File: src/shared/adc_sel_pkg.sv
// Purpose: shared constants and types for the converter input selection block
// Assumes: registers are 16 bits wide and sit at word indices on a plain port
// Notes: source kinds tell the analog front end what to close onto the channel
package adc_sel_pkg;

  // register indices on the plain register port
  localparam int unsigned REG_AW = 2;
  localparam logic [1:0] OFS_CH0 = 2'h0;
  localparam logic [1:0] OFS_SCAN_LOW = 2'h1;
  localparam logic [1:0] OFS_SCAN_HIGH = 2'h2;
  localparam logic [1:0] OFS_SCAN_STAT = 2'h3;

  localparam int unsigned DATA_W = 16;
  localparam logic [15:0] CH0_RESET = 16'h0000;
  localparam logic [15:0] SCAN_RESET = 16'h0000;
  // bits 14 and 6 are unimplemented and read as zero
  localparam logic [15:0] CH0_WMASK = 16'hbfbf;

  // channel 0 select field layout, mux A half
  localparam int unsigned NEG_A_BIT = 7;
  localparam int unsigned POS_A_MSB = 5;
  localparam int unsigned POS_A_LSB = 0;
  localparam int unsigned POS_W = 6;

  // positive select codes
  localparam logic [5:0] CODE_OPEN = 6'h3f;
  localparam logic [5:0] CODE_TEMP = 6'h3e;
  localparam logic [5:0] CODE_LAST_PIN = 6'h31;
  localparam logic [5:0] CODE_UPPER_FIRST = 6'h20;
  localparam logic [5:0] CODE_OPAMP2 = 6'h00;
  localparam logic [5:0] CODE_OPAMP1 = 6'h03;
  localparam logic [5:0] CODE_OPAMP3 = 6'h06;
  localparam logic [5:0] CODE_OPAMP5 = 6'h19;

  // op amp numbers; routing enable bit is number minus one
  localparam int unsigned OA_COUNT = 5;
  localparam logic [2:0] OPAMP1_NUM = 3'h1;
  localparam logic [2:0] OPAMP2_NUM = 3'h2;
  localparam logic [2:0] OPAMP3_NUM = 3'h3;
  localparam logic [2:0] OPAMP5_NUM = 3'h5;

  // scan selection
  localparam int unsigned SCAN_N = 32;
  localparam int unsigned SCAN_W = 5;
  localparam logic [4:0] SCAN_OPAMP1_SLOT = 5'h18;
  localparam logic [4:0] SCAN_OPAMP2_SLOT = 5'h19;
  localparam logic [4:0] SCAN_OPAMP3_SLOT = 5'h1a;
  localparam int unsigned STAT_ACTIVE_BIT = 15;

  typedef enum logic [2:0] {
    SRC_PIN = 3'b000,
    SRC_OPAMP = 3'b001,
    SRC_TEMP = 3'b010,
    SRC_OPEN = 3'b011,
    SRC_LOWREF = 3'b100
  } src_t;

  typedef enum logic [0:0] {
    NEG_LOWREF = 1'b0,
    NEG_INPUT1 = 1'b1
  } neg_t;

endpackage

File: src/core/scan_stepper.sv
// Purpose: finds the first selected scan input and the one after the current
// Assumes: sel is stable for the cycle in which the result is used
// Notes: pure logic; the caller holds the scan position register
module scan_stepper #(
  parameter int N = 32,
  parameter int W = 5
) (
  input wire logic [N-1:0] sel,
  input wire logic [W-1:0] cur,
  output logic [W-1:0] first_idx,
  output logic [W-1:0] next_idx,
  output logic any_sel
);

  logic [N-1:0] above;

  genvar g;
  generate
    for (g = 0; g < N; g++) begin : g_above
      assign above[g] = sel[g] && (g > int'(cur));
    end
  endgenerate

  // lowest set bit; scanning downward lets the last hit win
  function automatic logic [W-1:0] lowest(input logic [N-1:0] m);
    logic [W-1:0] r;
    r = '0;
    for (int i = N - 1; i >= 0; i--) begin
      if (m[i]) begin
        r = W'(i);
      end
    end
    return r;
  endfunction

  assign first_idx = lowest(sel);
  // nothing selected above the current input: wrap to the lowest one
  assign next_idx = (|above) ? lowest(above) : first_idx;
  assign any_sel = |sel;

endmodule

File: src/core/adc_input_select.sv
// Purpose: channel 0 mux A input routing and input scan selection for one converter
// Assumes: register port and all inputs are synchronous to REF_CLK (25 MHz)
// Notes: routing outputs follow the registers one edge after they change

// Notes on behaviour
// - negative select bit 7 high picks input 1, low picks the low reference
// - positive select code up to 49 connects the input with that number
// - code all ones leaves the positive input unconnected
// - code 111110 connects the charge-time unit temperature voltage on the first instance only
// - codes 50 through 61 are reserved; software avoids them, device leaves open
// - codes 0, 3, 6, 25 use op amps 2, 1, 3, 5 when routed
// - second instance has no inputs 32-63; software keeps the top bit zero
// - inputs 32 through 49 exist only in 10-bit mode
// - a set scan bit includes its input; a clear bit skips it
// - low scan register bit x controls input x for x 0 to 15
// - high scan register holds scan bits 16 to 31, bit 31 on top
// - scan bits 24, 25, 26 pick op amp 1, 2, 3 or inputs 3, 0, 6
// - all scan bits writable; absent inputs sample the low reference
// - channel 0 select bit 6 is unimplemented and reads as zero
module adc_input_select #(
  parameter bit SECOND_INST = 1'b0,
  parameter int PIN_COUNT = 50
) (
  input wire logic REF_CLK,
  input wire logic NRST,
  input wire logic [1:0] ADDR,
  input wire logic [15:0] WDATA,
  input wire logic WR,
  input wire logic RD,
  output logic [15:0] RDATA,
  input wire logic [4:0] OPAMP_ROUTE_EN,
  input wire logic MODE_10BIT,
  input wire logic SCAN_RESTART,
  input wire logic SCAN_ADVANCE,
  output adc_sel_pkg::neg_t CH0_NEG_SRC,
  output adc_sel_pkg::src_t CH0_POS_SRC,
  output logic [5:0] CH0_POS_IDX,
  output logic [4:0] SCAN_POS,
  output logic SCAN_ACTIVE,
  output adc_sel_pkg::src_t SCAN_SRC,
  output logic [5:0] SCAN_SRC_IDX
);

  logic [15:0] ch0_q;
  logic [15:0] scan_low_q;
  logic [15:0] scan_high_q;
  logic [15:0] rdata_q;
  logic [4:0] scan_pos_q;
  logic scan_active_q;
  adc_sel_pkg::neg_t neg_src_q;
  adc_sel_pkg::src_t pos_src_q;
  logic [5:0] pos_idx_q;
  adc_sel_pkg::src_t scan_src_q;
  logic [5:0] scan_src_idx_q;
  // selection one edge back, so the checks judge a step against what it saw
  logic [31:0] sel_prev_q;

  // register decode
  wire wr_ch0 = WR && (ADDR == adc_sel_pkg::OFS_CH0);
  wire wr_scan_low = WR && (ADDR == adc_sel_pkg::OFS_SCAN_LOW);
  wire wr_scan_high = WR && (ADDR == adc_sel_pkg::OFS_SCAN_HIGH);
  wire [31:0] scan_sel = {scan_high_q, scan_low_q};
  wire [15:0] stat_word = {scan_active_q, 10'h000, scan_pos_q};
  wire [15:0] rd_word =
    (ADDR == adc_sel_pkg::OFS_CH0) ? (ch0_q & adc_sel_pkg::CH0_WMASK) :
    (ADDR == adc_sel_pkg::OFS_SCAN_LOW) ? scan_low_q :
    (ADDR == adc_sel_pkg::OFS_SCAN_HIGH) ? scan_high_q :
    stat_word;
  // idle read data stay zero so the return word can be or-ed with other slaves
  wire [15:0] rdata_d = RD ? rd_word : 16'h0000;

  always_ff @(posedge REF_CLK or negedge NRST) begin
    if (!NRST) begin
      ch0_q <= adc_sel_pkg::CH0_RESET;
      scan_low_q <= adc_sel_pkg::SCAN_RESET;
      scan_high_q <= adc_sel_pkg::SCAN_RESET;
      rdata_q <= 16'h0000;
    end else begin
      if (wr_ch0) begin
        ch0_q <= WDATA & adc_sel_pkg::CH0_WMASK;
      end
      if (wr_scan_low) begin
        scan_low_q <= WDATA;
      end
      if (wr_scan_high) begin
        scan_high_q <= WDATA;
      end
      rdata_q <= rdata_d;
    end
  end

  // channel 0 mux A decode
  wire [5:0] pos_code = ch0_q[adc_sel_pkg::POS_A_MSB:adc_sel_pkg::POS_A_LSB];
  wire adc_sel_pkg::neg_t neg_src_d = adc_sel_pkg::neg_t'(ch0_q[adc_sel_pkg::NEG_A_BIT]);
  wire code_is_oa = (pos_code == adc_sel_pkg::CODE_OPAMP2) ||
    (pos_code == adc_sel_pkg::CODE_OPAMP1) ||
    (pos_code == adc_sel_pkg::CODE_OPAMP3) || (pos_code == adc_sel_pkg::CODE_OPAMP5);
  wire [2:0] code_oa_num =
    (pos_code == adc_sel_pkg::CODE_OPAMP2) ? adc_sel_pkg::OPAMP2_NUM :
    (pos_code == adc_sel_pkg::CODE_OPAMP1) ? adc_sel_pkg::OPAMP1_NUM :
    (pos_code == adc_sel_pkg::CODE_OPAMP3) ? adc_sel_pkg::OPAMP3_NUM :
    adc_sel_pkg::OPAMP5_NUM;
  wire [2:0] code_oa_bit = code_oa_num - 3'h1;
  wire code_oa_on = code_is_oa && OPAMP_ROUTE_EN[code_oa_bit];
  wire code_upper = pos_code >= adc_sel_pkg::CODE_UPPER_FIRST;
  // second instance keeps the stored top bit but never routes it
  wire code_inst_block = SECOND_INST && code_upper;
  wire code_12b_block = code_upper && (pos_code <= adc_sel_pkg::CODE_LAST_PIN) &&
    !MODE_10BIT;
  wire code_reserved = (pos_code > adc_sel_pkg::CODE_LAST_PIN) &&
    (pos_code < adc_sel_pkg::CODE_TEMP);
  wire code_open = code_inst_block || code_12b_block || code_reserved ||
    (pos_code == adc_sel_pkg::CODE_OPEN);
  wire adc_sel_pkg::src_t pos_src_d =
    code_open ? adc_sel_pkg::SRC_OPEN :
    (pos_code == adc_sel_pkg::CODE_TEMP) ? adc_sel_pkg::SRC_TEMP :
    code_oa_on ? adc_sel_pkg::SRC_OPAMP :
    adc_sel_pkg::SRC_PIN;
  wire [5:0] pos_idx_d =
    (pos_src_d == adc_sel_pkg::SRC_OPAMP) ? {3'h0, code_oa_num} :
    (pos_src_d == adc_sel_pkg::SRC_PIN) ? pos_code :
    6'h00;

  // scan stepping
  logic [4:0] step_first;
  logic [4:0] step_next;
  logic step_any;

  scan_stepper #(
    .N(adc_sel_pkg::SCAN_N),
    .W(adc_sel_pkg::SCAN_W)
  ) u_stepper (
    .sel(scan_sel),
    .cur(scan_pos_q),
    .first_idx(step_first),
    .next_idx(step_next),
    .any_sel(step_any)
  );

  // restart wins over advance so a fresh scan never begins mid-list
  wire [4:0] scan_pos_d =
    SCAN_RESTART ? step_first :
    SCAN_ADVANCE ? step_next :
    scan_pos_q;
  wire scan_oa_slot = (scan_pos_d >= adc_sel_pkg::SCAN_OPAMP1_SLOT) &&
    (scan_pos_d <= adc_sel_pkg::SCAN_OPAMP3_SLOT);
  wire [2:0] scan_oa_num =
    (scan_pos_d == adc_sel_pkg::SCAN_OPAMP1_SLOT) ? adc_sel_pkg::OPAMP1_NUM :
    (scan_pos_d == adc_sel_pkg::SCAN_OPAMP2_SLOT) ? adc_sel_pkg::OPAMP2_NUM :
    adc_sel_pkg::OPAMP3_NUM;
  wire [5:0] scan_oa_pin =
    (scan_pos_d == adc_sel_pkg::SCAN_OPAMP1_SLOT) ? adc_sel_pkg::CODE_OPAMP1 :
    (scan_pos_d == adc_sel_pkg::SCAN_OPAMP2_SLOT) ? adc_sel_pkg::CODE_OPAMP2 :
    adc_sel_pkg::CODE_OPAMP3;
  wire [2:0] scan_oa_bit = scan_oa_num - 3'h1;
  wire scan_oa_on = scan_oa_slot && OPAMP_ROUTE_EN[scan_oa_bit];
  wire scan_absent = !scan_oa_slot && (int'(scan_pos_d) >= PIN_COUNT);
  wire adc_sel_pkg::src_t scan_src_d =
    scan_absent ? adc_sel_pkg::SRC_LOWREF :
    scan_oa_on ? adc_sel_pkg::SRC_OPAMP :
    adc_sel_pkg::SRC_PIN;
  wire [5:0] scan_src_idx_d =
    scan_absent ? 6'h00 :
    scan_oa_on ? {3'h0, scan_oa_num} :
    scan_oa_slot ? scan_oa_pin :
    {1'b0, scan_pos_d};

  always_ff @(posedge REF_CLK or negedge NRST) begin
    if (!NRST) begin
      scan_pos_q <= 5'h00;
      scan_active_q <= 1'b0;
      scan_src_q <= adc_sel_pkg::SRC_PIN;
      scan_src_idx_q <= 6'h00;
      sel_prev_q <= 32'h0000_0000;
    end else begin
      scan_pos_q <= scan_pos_d;
      scan_active_q <= step_any;
      scan_src_q <= scan_src_d;
      scan_src_idx_q <= scan_src_idx_d;
      sel_prev_q <= scan_sel;
    end
  end

  always_ff @(posedge REF_CLK or negedge NRST) begin
    if (!NRST) begin
      neg_src_q <= adc_sel_pkg::NEG_LOWREF;
      pos_src_q <= adc_sel_pkg::SRC_PIN;
      pos_idx_q <= 6'h00;
    end else begin
      neg_src_q <= neg_src_d;
      pos_src_q <= pos_src_d;
      pos_idx_q <= pos_idx_d;
    end
  end

  assign RDATA = rdata_q;
  assign CH0_NEG_SRC = neg_src_q;
  assign CH0_POS_SRC = pos_src_q;
  assign CH0_POS_IDX = pos_idx_q;
  assign SCAN_POS = scan_pos_q;
  assign SCAN_ACTIVE = scan_active_q;
  assign SCAN_SRC = scan_src_q;
  assign SCAN_SRC_IDX = scan_src_idx_q;

  // helper for the checks: every scan bit below the current position
  wire [31:0] below_mask = (32'h0000_0001 << SCAN_POS) - 32'h0000_0001;
endmodule

File: config.mk
export PLATFORM = sky130hd
export DESIGN_NAME = adc_input_select
export DESIGN_NICKNAME = d
export VERILOG_FILES = /design/src/shared/adc_sel_pkg.sv /design/src/core/scan_stepper.sv /design/src/core/adc_input_select.sv
export SDC_FILE = /design/constraint.sdc
export NUM_CORES = 1
export LEC_CHECK = 0
export CORE_ASPECT_RATIO = 2
export CORE_MARGIN = 10
export CORE_UTILIZATION = 48
export DETAILED_ROUTE_END_ITERATION = 8
export DONT_BUFFER_PORTS = 1
export PLACE_DENSITY = 0.74
export REMOVE_ABC_BUFFERS = 1
export SYNTH_ARGS = -nofsm -noshare
export SYNTH_HDL_FRONTEND = slang
export SYNTH_HIERARCHICAL = 1
export SYNTH_SLANG_ARGS = --single-unit
File: constraint.sdc
create_clock -name REF_CLK -period 4 [get_ports REF_CLK]
set_clock_uncertainty 0.05 [all_clocks]
set_input_delay 0.2 -clock REF_CLK [delete_from_list [all_inputs] [get_ports REF_CLK]]
set_output_delay 0.2 -clock REF_CLK [all_outputs]
set_load 0.05 [all_outputs]
Yosys cells after proc, flatten, opt, wreduce, memory -nomap -nowiden
Cells that the tools add are included.
{"block": "classes", "add_sub_neg": 2, "order_cmp": 39, "reduce_logical": 51, "n_mux": 89, "eq_ne": 10}
{"cell": "5-bit 2-to-1 mux", "n": 68}
{"cell": "5-bit > comparator, first input constant", "n": 16}
{"cell": "16-bit 2-to-1 mux", "n": 4}
{"cell": "4-bit by 5-bit > comparator with 1-bit output, first input constant", "n": 8}
{"cell": "1-bit logical AND", "n": 40}
{"cell": "32-bit OR reduction", "n": 1}
{"cell": "31-bit OR reduction", "n": 1}
{"cell": "3-bit by 5-bit > comparator with 1-bit output, first input constant", "n": 4}
{"cell": "3-bit 2-to-1 mux", "n": 5}
{"cell": "6-bit == test, second input constant", "n": 2}
{"cell": "6-bit 2-to-1 mux", "n": 2}
{"cell": "5-bit == test, second input constant", "n": 2}
{"cell": "2-bit by 5-bit > comparator with 1-bit output, first input constant", "n": 2}
{"cell": "3-bit by 4-bit less-than comparator with 1-bit output, second input constant", "n": 2}
{"cell": "1-bit binary-select mux with 3-bit select", "n": 2}
{"cell": "6-bit by 2-bit == test with 1-bit output, second input constant", "n": 1}
{"cell": "6-bit by 3-bit == test with 1-bit output, second input constant", "n": 1}
{"cell": "6-bit by 5-bit == test with 1-bit output, second input constant", "n": 1}
{"cell": "6-bit >= comparator, second input constant", "n": 1}
{"cell": "6-bit > comparator, second input constant", "n": 1}
{"cell": "6-bit less-or-equal comparator, second input constant", "n": 1}
{"cell": "6-bit zero test", "n": 1}
{"cell": "6-bit less-than comparator, second input constant", "n": 1}
{"cell": "2-bit 2-to-1 mux", "n": 3}
{"cell": "other kinds (12)", "n": 21}
{"block": "word_totals", "output_inout_bits": 41, "regBits": 83}

Depth between registers and ports, before layout
Gate-level depths: netlist (run 1).
{"block": "depth", "ltp_word": 44, "depth_mapped": 14}

By module
The synthesis (run 1) kept the hierarchy.
{"mod": "adc_input_select", "instances": 1, "area_per_inst_um2": 3578.4, "cells_per_inst": 272, "seq_area_each_um2": 2077.0}
{"mod": "scan_stepper", "instances": 1, "area_per_inst_um2": 1307.5, "cells_per_inst": 222, "seq_area_each_um2": 0.0}

Worst setup path before layout (run 1)
Ideal clock, no wire load.
{"block": "synth_timing", "path_kind": "register to register", "from": "register scan_pos_q[2], in the netlist SCAN_POS[2]", "to": "register scan_src_q[0], in the netlist SCAN_SRC[0]", "stages_incl_launch_ff": 15, "synth_period_minus_slack_ps": 3177, "path_slack_ps": 823, "t_arrival_ps": 3008, "cell_sequence": "dfrtp_1 buf_6 buf_6 nand4_1 mux2i_1 o21ai_1 a21oi_1 o41ai_2 a31oi_1 a211o_1 mux2_4 mux2i_4 mux2i_1 o21ai_1 and2_1"}
{"block": "synth_between", "elab_chain_cells": 44}
{"element": "from (decl)", "line": "adc_input_select.sv:48", "rtl": "logic [4:0] scan_pos_q;"}
{"element": "from (signal assigned)", "line": "adc_input_select.sv:176", "rtl": "scan_pos_q <= scan_pos_d;"}
{"element": "5-bit > comparator", "line": "scan_stepper.sv:20", "rtl": "assign above[g] = sel[g] && (g > int'(cur));"}
{"element": "1-bit logical AND", "line": "scan_stepper.sv:20"}
{"element": "5-bit 2-to-1 mux (31 in a row)", "line": "scan_stepper.sv:29", "rtl": "if (m[i]) begin"}
{"element": "5-bit 2-to-1 mux *", "line": "scan_stepper.sv:38", "rtl": "assign next_idx = (|above) ? lowest(above) : first_idx;"}
{"element": "named net step_next[0]", "line": "adc_input_select.sv:126", "rtl": "logic [4:0] step_next;"}
{"element": "5-bit 2-to-1 mux *", "line": "adc_input_select.sv:143", "rtl": "SCAN_ADVANCE ? step_next :"}
{"element": "5-bit 2-to-1 mux *", "line": "adc_input_select.sv:142", "rtl": "SCAN_RESTART ? step_first :"}
{"element": "5-bit == test", "line": "adc_input_select.sv:149", "rtl": "(scan_pos_d == adc_sel_pkg::SCAN_OPAMP2_SLOT) ? adc_sel_pkg::OPAMP2_NUM :"}
{"element": "1-bit 2-to-1 mux", "line": "adc_input_select.sv:149"}
{"element": "2-bit 2-to-1 mux", "line": "adc_input_select.sv:148", "rtl": "(scan_pos_d == adc_sel_pkg::SCAN_OPAMP1_SLOT) ? adc_sel_pkg::OPAMP1_NUM :"}
{"element": "2-bit by 1-bit subtractor with 3-bit output", "line": "adc_input_select.sv:155", "rtl": "wire [2:0] scan_oa_bit = scan_oa_num - 3'h1;"}
{"element": "1-bit binary-select mux with 3-bit select", "line": "adc_input_select.sv:156", "rtl": "wire scan_oa_on = scan_oa_slot && OPAMP_ROUTE_EN[scan_oa_bit];"}
{"element": "1-bit 2-to-1 mux (implied by the code)", "line": "adc_input_select.sv:156"}
{"element": "1-bit logical AND *", "line": "adc_input_select.sv:156"}
{"element": "named net scan_oa_on", "line": "adc_input_select.sv:156"}
{"element": "1-bit 2-to-1 mux *", "line": "adc_input_select.sv:160", "rtl": "scan_oa_on ? adc_sel_pkg::SRC_OPAMP :"}
{"element": "to (signal assigned)", "line": "adc_input_select.sv:172", "rtl": "scan_src_q <= adc_sel_pkg::SRC_PIN;"}
{"element": "to (signal assigned)", "line": "adc_input_select.sv:178", "rtl": "scan_src_q <= scan_src_d;"}
{"element": "to (decl)", "line": "adc_input_select.sv:53", "rtl": "adc_sel_pkg::src_t scan_src_q;"}
The timed path passes the listed nets; every way through them passes the cells marked *. The select of a mux whose other input is x is not followed.
A chain may end at the register's enable or synchronous reset.

Final worst setup path (run 1)
{"block": "layout_timing", "from": "register scan_pos_q[1], in the netlist SCAN_POS[1]", "to": "register scan_src_q[0], in the netlist SCAN_SRC[0]"}
The elaborated chain is that of the path after synthesis.

==> metrics.txt, run 1 <==
setup_tns 0 ns; clock share of power 26.4%; nets 542; row count 52; drt first pass iters 4; worst vdd ir 0.000287 V; fin area 0.00549 mm2; Synth Register Bits 83; Syn Inst Count 494; CTS tree yes; Sequential Power Share 46.5%; commonest non-fill, non-tap cell in the layout dfrtp_1; Crit path max-delay family compound AO/OA/AOI/OAI gates; Bufs and invs on worst path 0; Worst Tran Pin Value 0.944 ns; Area Overhead vs Synth 12.3%; final WL 14900 um; net switching fraction of the power 41.6%; H-tree depth 3; count of cell types in the netlist 71; n_diodes 0; Post-synth top flop dfrtp_1; height of the die 163 um; CP startpoint kind register; Worst path max stage delay 0.89 ns; Leak 2.32 nW; Hold WS 0.0271 ns; PwrDens 585 mW/mm2; endpoint class of the critical path register; CTS buffer count 9; largest fanout on the critical path 24; I/O pin count 71; Detailed Place HPWL 10900 um; Routed Antenna Nets 0; GP Congestion 0.923; syn_area_per_cell 9.89 um2; Worst Path Arrival 3.81 ns; clock sink total 83; wire per inst 22.8 um; Post-synth EDFFs 0; FFs w/ async S/R, synth 100%; CP Cell Sequence nand4_1, mux2i_1, o21ai_1, a21oi_1, o41ai_2, a31oi_1, a211o_1, mux2_4, mux2i_4, mux2i_1, o21ai_1, and2_1; RSZ-0062 raised after global routing no; fmax 275 MHz; Die Footprint 0.0149 mm2; Hold WC Path Type input port to register; Slew headroom 36.9%; most frequent cells in the layout dfrtp_1, mux2_2, nand2_1; Core Box Area 0.0100 mm2; Final Non-Filler Cells 652; Post-route DRC 0; Internal Pwr Total 0.00188 W; setup violators final 0; later-pin clock latency in the skew report 0.34 ns; initial drt markers 255; sequential area share after synthesis 42.5%; CTS Buffer Depth 2; Sw Pwr 0.00133 W; clock slew at reported path FFs 0.06 ns; Vias 4058; Crit-path slowest cell dfrtp_1; cell count after placement 615; synthesized area 0.00489 mm2; fraction of layout cells with a size suffix above 1 18.6%; Root Buffer clkbuf_16; GRT Util Overall 20.0%; largest net degree at the start of global routing 84; initial antenna violation count 0; CP required 4.18 ns; grt total ovfl 0; vias in the first global route 4192; DP Area 0.00496 mm2; Final Max Slew Viols 0; Die Wd 91.3 um; final period demand of the worst path 3.63 ns; status completed; input/output buffers 0; global-route wire length before repair 23200 um; synth warn 6; Final Hold Fails 0; Starting Density 48.8%; Final Cycle Share 90.8%; combinational share of power 27.1%; Avg Vias per Cell 6.22; maxcap violations 0; Crit Path Category register to register
-- power groups by stage --
stage / sequential (W) / clock (W) / combinational (W)
2_1_floorplan: 0.00143 / 0 / 0.000586
3_3_place_gp: 0.00150 / 0 / 0.000805
3_5_place_dp: 0.00150 / 0 / 0.000816
4_1_cts: 0.00149 / 0.000862 / 0.000861
5_1_grt: 0.00152 / 0.000893 / 0.000954
6_report: 0.00149 / 0.000847 / 0.000871
-- worst paths after layout --
path / start / to / slack (ns) / cells after the start
setup / recovery: SCAN_POS[1] / SCAN_SRC[0] / 0.37 / 12
hold / removal: SCAN_RESTART / SCAN_POS[0] / 0.03 / 2
setup reg to reg: SCAN_POS[1] / SCAN_SRC[0] / 0.37 / 12
hold reg to reg: ch0_q[7] / CH0_NEG_SRC / 0.37 / 0
max in group asynchronous: NRST / scan_high_q[6] / 3.20 / 2
min in group asynchronous: NRST / RDATA[4] / 0.40 / 2
-- final cells by class --
cell class,count,area (um2)
fill,900,4530
multi-input combinational,365,2550
sequential,83,2080
timing repair buffer,33,318
clock buffer,10,229
tap,135,169
inverter,20,75.1
clock inverter,6,73.8
-- cell families after synthesis --
kind of cell | synth area share, %
AOI/OAI and AO/OA | 17.8
xor gates and xnor gates | 0.179
buffers and inverters | 5.58
DFF | 42.5
muxes | 16.8
other | 0.0768
and+or+nand+nor | 17.1
-- state kept, by name (all words and copies together), names as in the netlist, 2 cells and up --
signal,flops
CH0_POS_SRC,2
SCAN_SRC_IDX,5
RDATA,16
SCAN_POS,5
ch0_q,14
scan_high_q,16
scan_low_q,16
CH0_POS_IDX,6
-- cell usage after synthesis (all sizes together) (3+ instances only) --
| cell type | n | area share (%) |
|---|---|---|
| a211oi | 3 | 0.46 |
| a21boi | 4 | 0.61 |
| a21oi | 29 | 3.0 |
| a22oi | 6 | 0.92 |
| a31o | 3 | 0.54 |
| a31oi | 4 | 0.51 |
| and2 | 19 | 2.4 |
| and3 | 7 | 0.90 |
| buf | 23 | 3.5 |
| clkbuf | 6 | 0.54 |
| dfrtp | 83 | 43 |
| inv | 20 | 1.5 |
| mux2 | 46 | 11 |
| mux2i | 15 | 3.3 |
| mux4 | 6 | 2.8 |
| nand2 | 42 | 3.3 |
| nand2b | 6 | 0.77 |
| nand3 | 10 | 1.0 |
| nand3b | 3 | 0.46 |
| nand4 | 3 | 0.38 |
| nor2 | 33 | 2.5 |
| nor2b | 8 | 1.0 |
| nor3 | 11 | 1.2 |
| nor4 | 9 | 1.3 |
| o211ai | 8 | 1.3 |
| o21a | 4 | 0.61 |
| o21ai | 36 | 3.7 |
| o21bai | 3 | 0.46 |
| o22ai | 4 | 0.51 |
| o31ai | 3 | 0.46 |
| or2 | 3 | 0.38 |
| or3 | 3 | 0.38 |
-- per-layer routing --
metal,share of wire [%],global-route usage [%]
met5,0,0
met4,5.2,12.2
met3,4.5,4.02
met2,56,37.9
met1,34,19.0
-- repair_timing --
action	4_1_cts	5_1_grt
buffers inserted	0	0
hold buffers	21	0
hold endpoints to repair	146	0
resized for setup	0	0
-- per-stage QoR --
step | power (W) | utilization (%) | worst slack, ns
after floorplan | 0.00202 | - | 0.568
after global placement | 0.00230 | 49.5 | 0.416
after detailed placement | 0.00232 | 49.5 | 0.420
after CTS | 0.00321 | 54.8 | 0.396
after global routing | 0.00337 | 54.8 | 0.0539
final | 0.00321 | 54.8 | 0.370
Note: power is estimated with default switching activity, not from simulation.
==> run 2, diff against run 1 <==
--- a/config.mk
+++ b/config.mk
@@ -8,8 +8,10 @@
 export CORE_ASPECT_RATIO = 2
 export CORE_MARGIN = 10
 export CORE_UTILIZATION = 48
+export CTS_BUF_LIST = sky130_fd_sc_hd__clkbuf_4 sky130_fd_sc_hd__clkbuf_8 sky130_fd_sc_hd__clkbuf_16
 export DETAILED_ROUTE_END_ITERATION = 8
 export DONT_BUFFER_PORTS = 1
+export MAX_ROUTING_LAYER = met4
 export PLACE_DENSITY = 0.74
 export REMOVE_ABC_BUFFERS = 1
 export SYNTH_ARGS = -nofsm -noshare
==> metrics.txt, run 2 (synthesized netlist as in run 1, its figures left out) <==
fin area 0.00546 mm2 (was 0.00549 mm2); CTS tree yes (unchanged); CP startpoint kind register (unchanged); status completed (unchanged); RSZ-0062 raised after global routing no (unchanged); Hold WC Path Type input port to register (unchanged); height of the die 163 um (unchanged); Reg2Reg Setup Slack 0.42 ns (was 0.37 ns); wire per inst 22.7 um (was 22.8 um); Area Overhead vs Synth 11.7% (was 12.3%); I/O pin count 71 (unchanged); area of the multi-input gates 0.00255 mm2 (unchanged); Final Max Slew Viols 0 (unchanged); final WL 14800 um (was 14900 um); largest fanout on the critical path 20 (was 24); # Post-CTS Setup Buffers 0 (unchanged); setup_tns 0 ns (unchanged); Routed Antenna Nets 0 (unchanged); Final Hold Fails 0 (unchanged); cell count after placement 615 (unchanged); endpoint class of the critical path register (unchanged); initial drt markers 354 (was 255); GP Congestion 0.942 (was 0.923); Final Non-Filler Cells 651 (was 652); drt first pass iters 5 (was 4); fmax 280 MHz (was 275 MHz); final period demand of the worst path 3.58 ns (was 3.63 ns); initial antenna violation count 0 (unchanged); FILL cells 903 (was 900); Core Box Area 0.0100 mm2 (unchanged); n_diodes 0 (unchanged); largest net degree at the start of global routing 84 (unchanged); setup violators final 0 (unchanged); CP required 4.15 ns (was 4.18 ns); clock sink total 83 (unchanged); row count 52 (unchanged); most frequent cells in the layout dfrtp_1, mux2_2, nand2_1 (unchanged); FF+latch area 0.00208 mm2 (unchanged); maxcap violations 0 (unchanged); Vias 4008 (was 4058); Resized Gates After CTS 0 (unchanged); H-tree depth 3 (unchanged); nets 541 (was 542); vias in the first global route 4131 (was 4192); Avg Vias per Cell 6.16 (was 6.22); global-route wire length before repair 22700 um (was 23200 um); grt total ovfl 0 (unchanged); hold_buf cts 20 (was 21); Worst Tran Pin Value 1.02 ns (was 0.944 ns); PwrDens 578 mW/mm2 (was 585 mW/mm2); clock slew at reported path FFs 0.06 ns (about the same); Final Cycle Share 89.4% (was 90.8%); Detailed Place HPWL 11000 um (was 10900 um); Die Footprint 0.0149 mm2 (unchanged); Worst Path Arrival 3.72 ns (was 3.81 ns); FF-to-FF End SCAN_SRC_IDX[0] (was SCAN_SRC[0]); Starting Density 48.8% (unchanged); reg-to-reg startpoint SCAN_POS[2] (was SCAN_POS[1]); fraction of layout cells with a size suffix above 1 18.8% (was 18.6%); DP Area 0.00496 mm2 (unchanged); crit path to SCAN_SRC_IDX[0] (was SCAN_SRC[0]); Leak 2.30 nW (was 2.32 nW); later-pin clock latency in the skew report 0.33 ns (was 0.34 ns); Slew headroom 32.1% (was 36.9%); input/output buffers 0 (unchanged); worst setup margin 0.425 ns (was 0.370 ns); worst vdd ir 0.000295 V (was 0.000287 V); commonest non-fill, non-tap cell in the layout dfrtp_1 (unchanged); Root Buffer clkbuf_16 (unchanged); Die Wd 91.3 um (unchanged); cells on worst reg2reg path 12 (unchanged); CTS Buffer Depth 2 (unchanged); pre-CTS WS 0.506 ns (was 0.420 ns); Crit Path Category register to register (unchanged); CTS buffer count 9 (unchanged); GRT Util Overall 20.1% (was 20.0%); critical path launch point SCAN_POS[2] (was SCAN_POS[1]); Post-route DRC 0 (unchanged)
run 2: changes by cell type in the layout (fill, tap and decap cells not counted), sizes merged:
| cell | delta |
|---|---|
| clkinv | -1 |
| clkinvlp | +2 |
| dlygate4sd3 | -1 |
| bufinv | -1 |
run 2: report_power, final:
part,internal [W],total (W),leakage (nW),switching [W]
registers,0.000990,0.00148,1.02,0.000487
clock network,0.000434,0.000791,0.127,0.000357
logic,0.000397,0.000890,1.15,0.000493
run 2: final cells by class:
type	count	area share [%]
Sequential cell	83	38.0
Timing Repair Buffer	32	5.64
Clock inverter	6	0.917
Clock buffer	10	4.26
Tap cell	135	3.09
Multi-Input combinational cell	365	46.7
Inverter	20	1.38
run 2: worst min path at each step:
stage	from	endpoint	slack (ns)	cells after the start
after floorplan	NRST	CH0_NEG_SRC	-0.15	0
after global placement	NRST	CH0_POS_SRC[1]	-0.14	0
after detailed placement	NRST	RDATA[3]	-0.14	0
after CTS	SCAN_RESTART	SCAN_POS[0]	0.02	2
after global routing	SCAN_RESTART	SCAN_POS[0]	0.05	2
final	OPAMP_ROUTE_EN[0]	SCAN_SRC_IDX[1]	0.03	3
run 2: critical path: stages, from the launching register on:
cell and delay (ns):
dfrtp_1 0.83, buf_4 0.30, o21ai_1 0.09, a32oi_1 0.39, nand2_1 0.13, nor3_1 0.34
and3_1 0.27, a22o_1 0.15, mux2i_1 0.06, o21ai_0 0.48, nor3_2 0.13, o21ai_0 0.11
a22oi_1 0.10
run 2: through the flow:
step           util, %  total power (W)  hold slack, ns
6_report          54.5          0.00316          0.0271
5_1_grt           54.5          0.00331          0.0464
4_1_cts           54.5          0.00316          0.0172
3_5_place_dp      49.5          0.00232          -0.144
3_3_place_gp      49.5          0.00230          -0.143
2_1_floorplan        -          0.00202          -0.146
run 2: routing by layer:
| layer | global-route usage, % | wire (um) | up-vias |
|---|---|---|---|
| met4 | 11.1 | 816 | 0 |
| met1 | 17.8 | 4910 | 1972 |
| met5 | - | 0 | - |
| li1 | - | - | 1834 |
| met2 | 38.7 | 8400 | 146 |
| met3 | 3.46 | 669 | 56 |
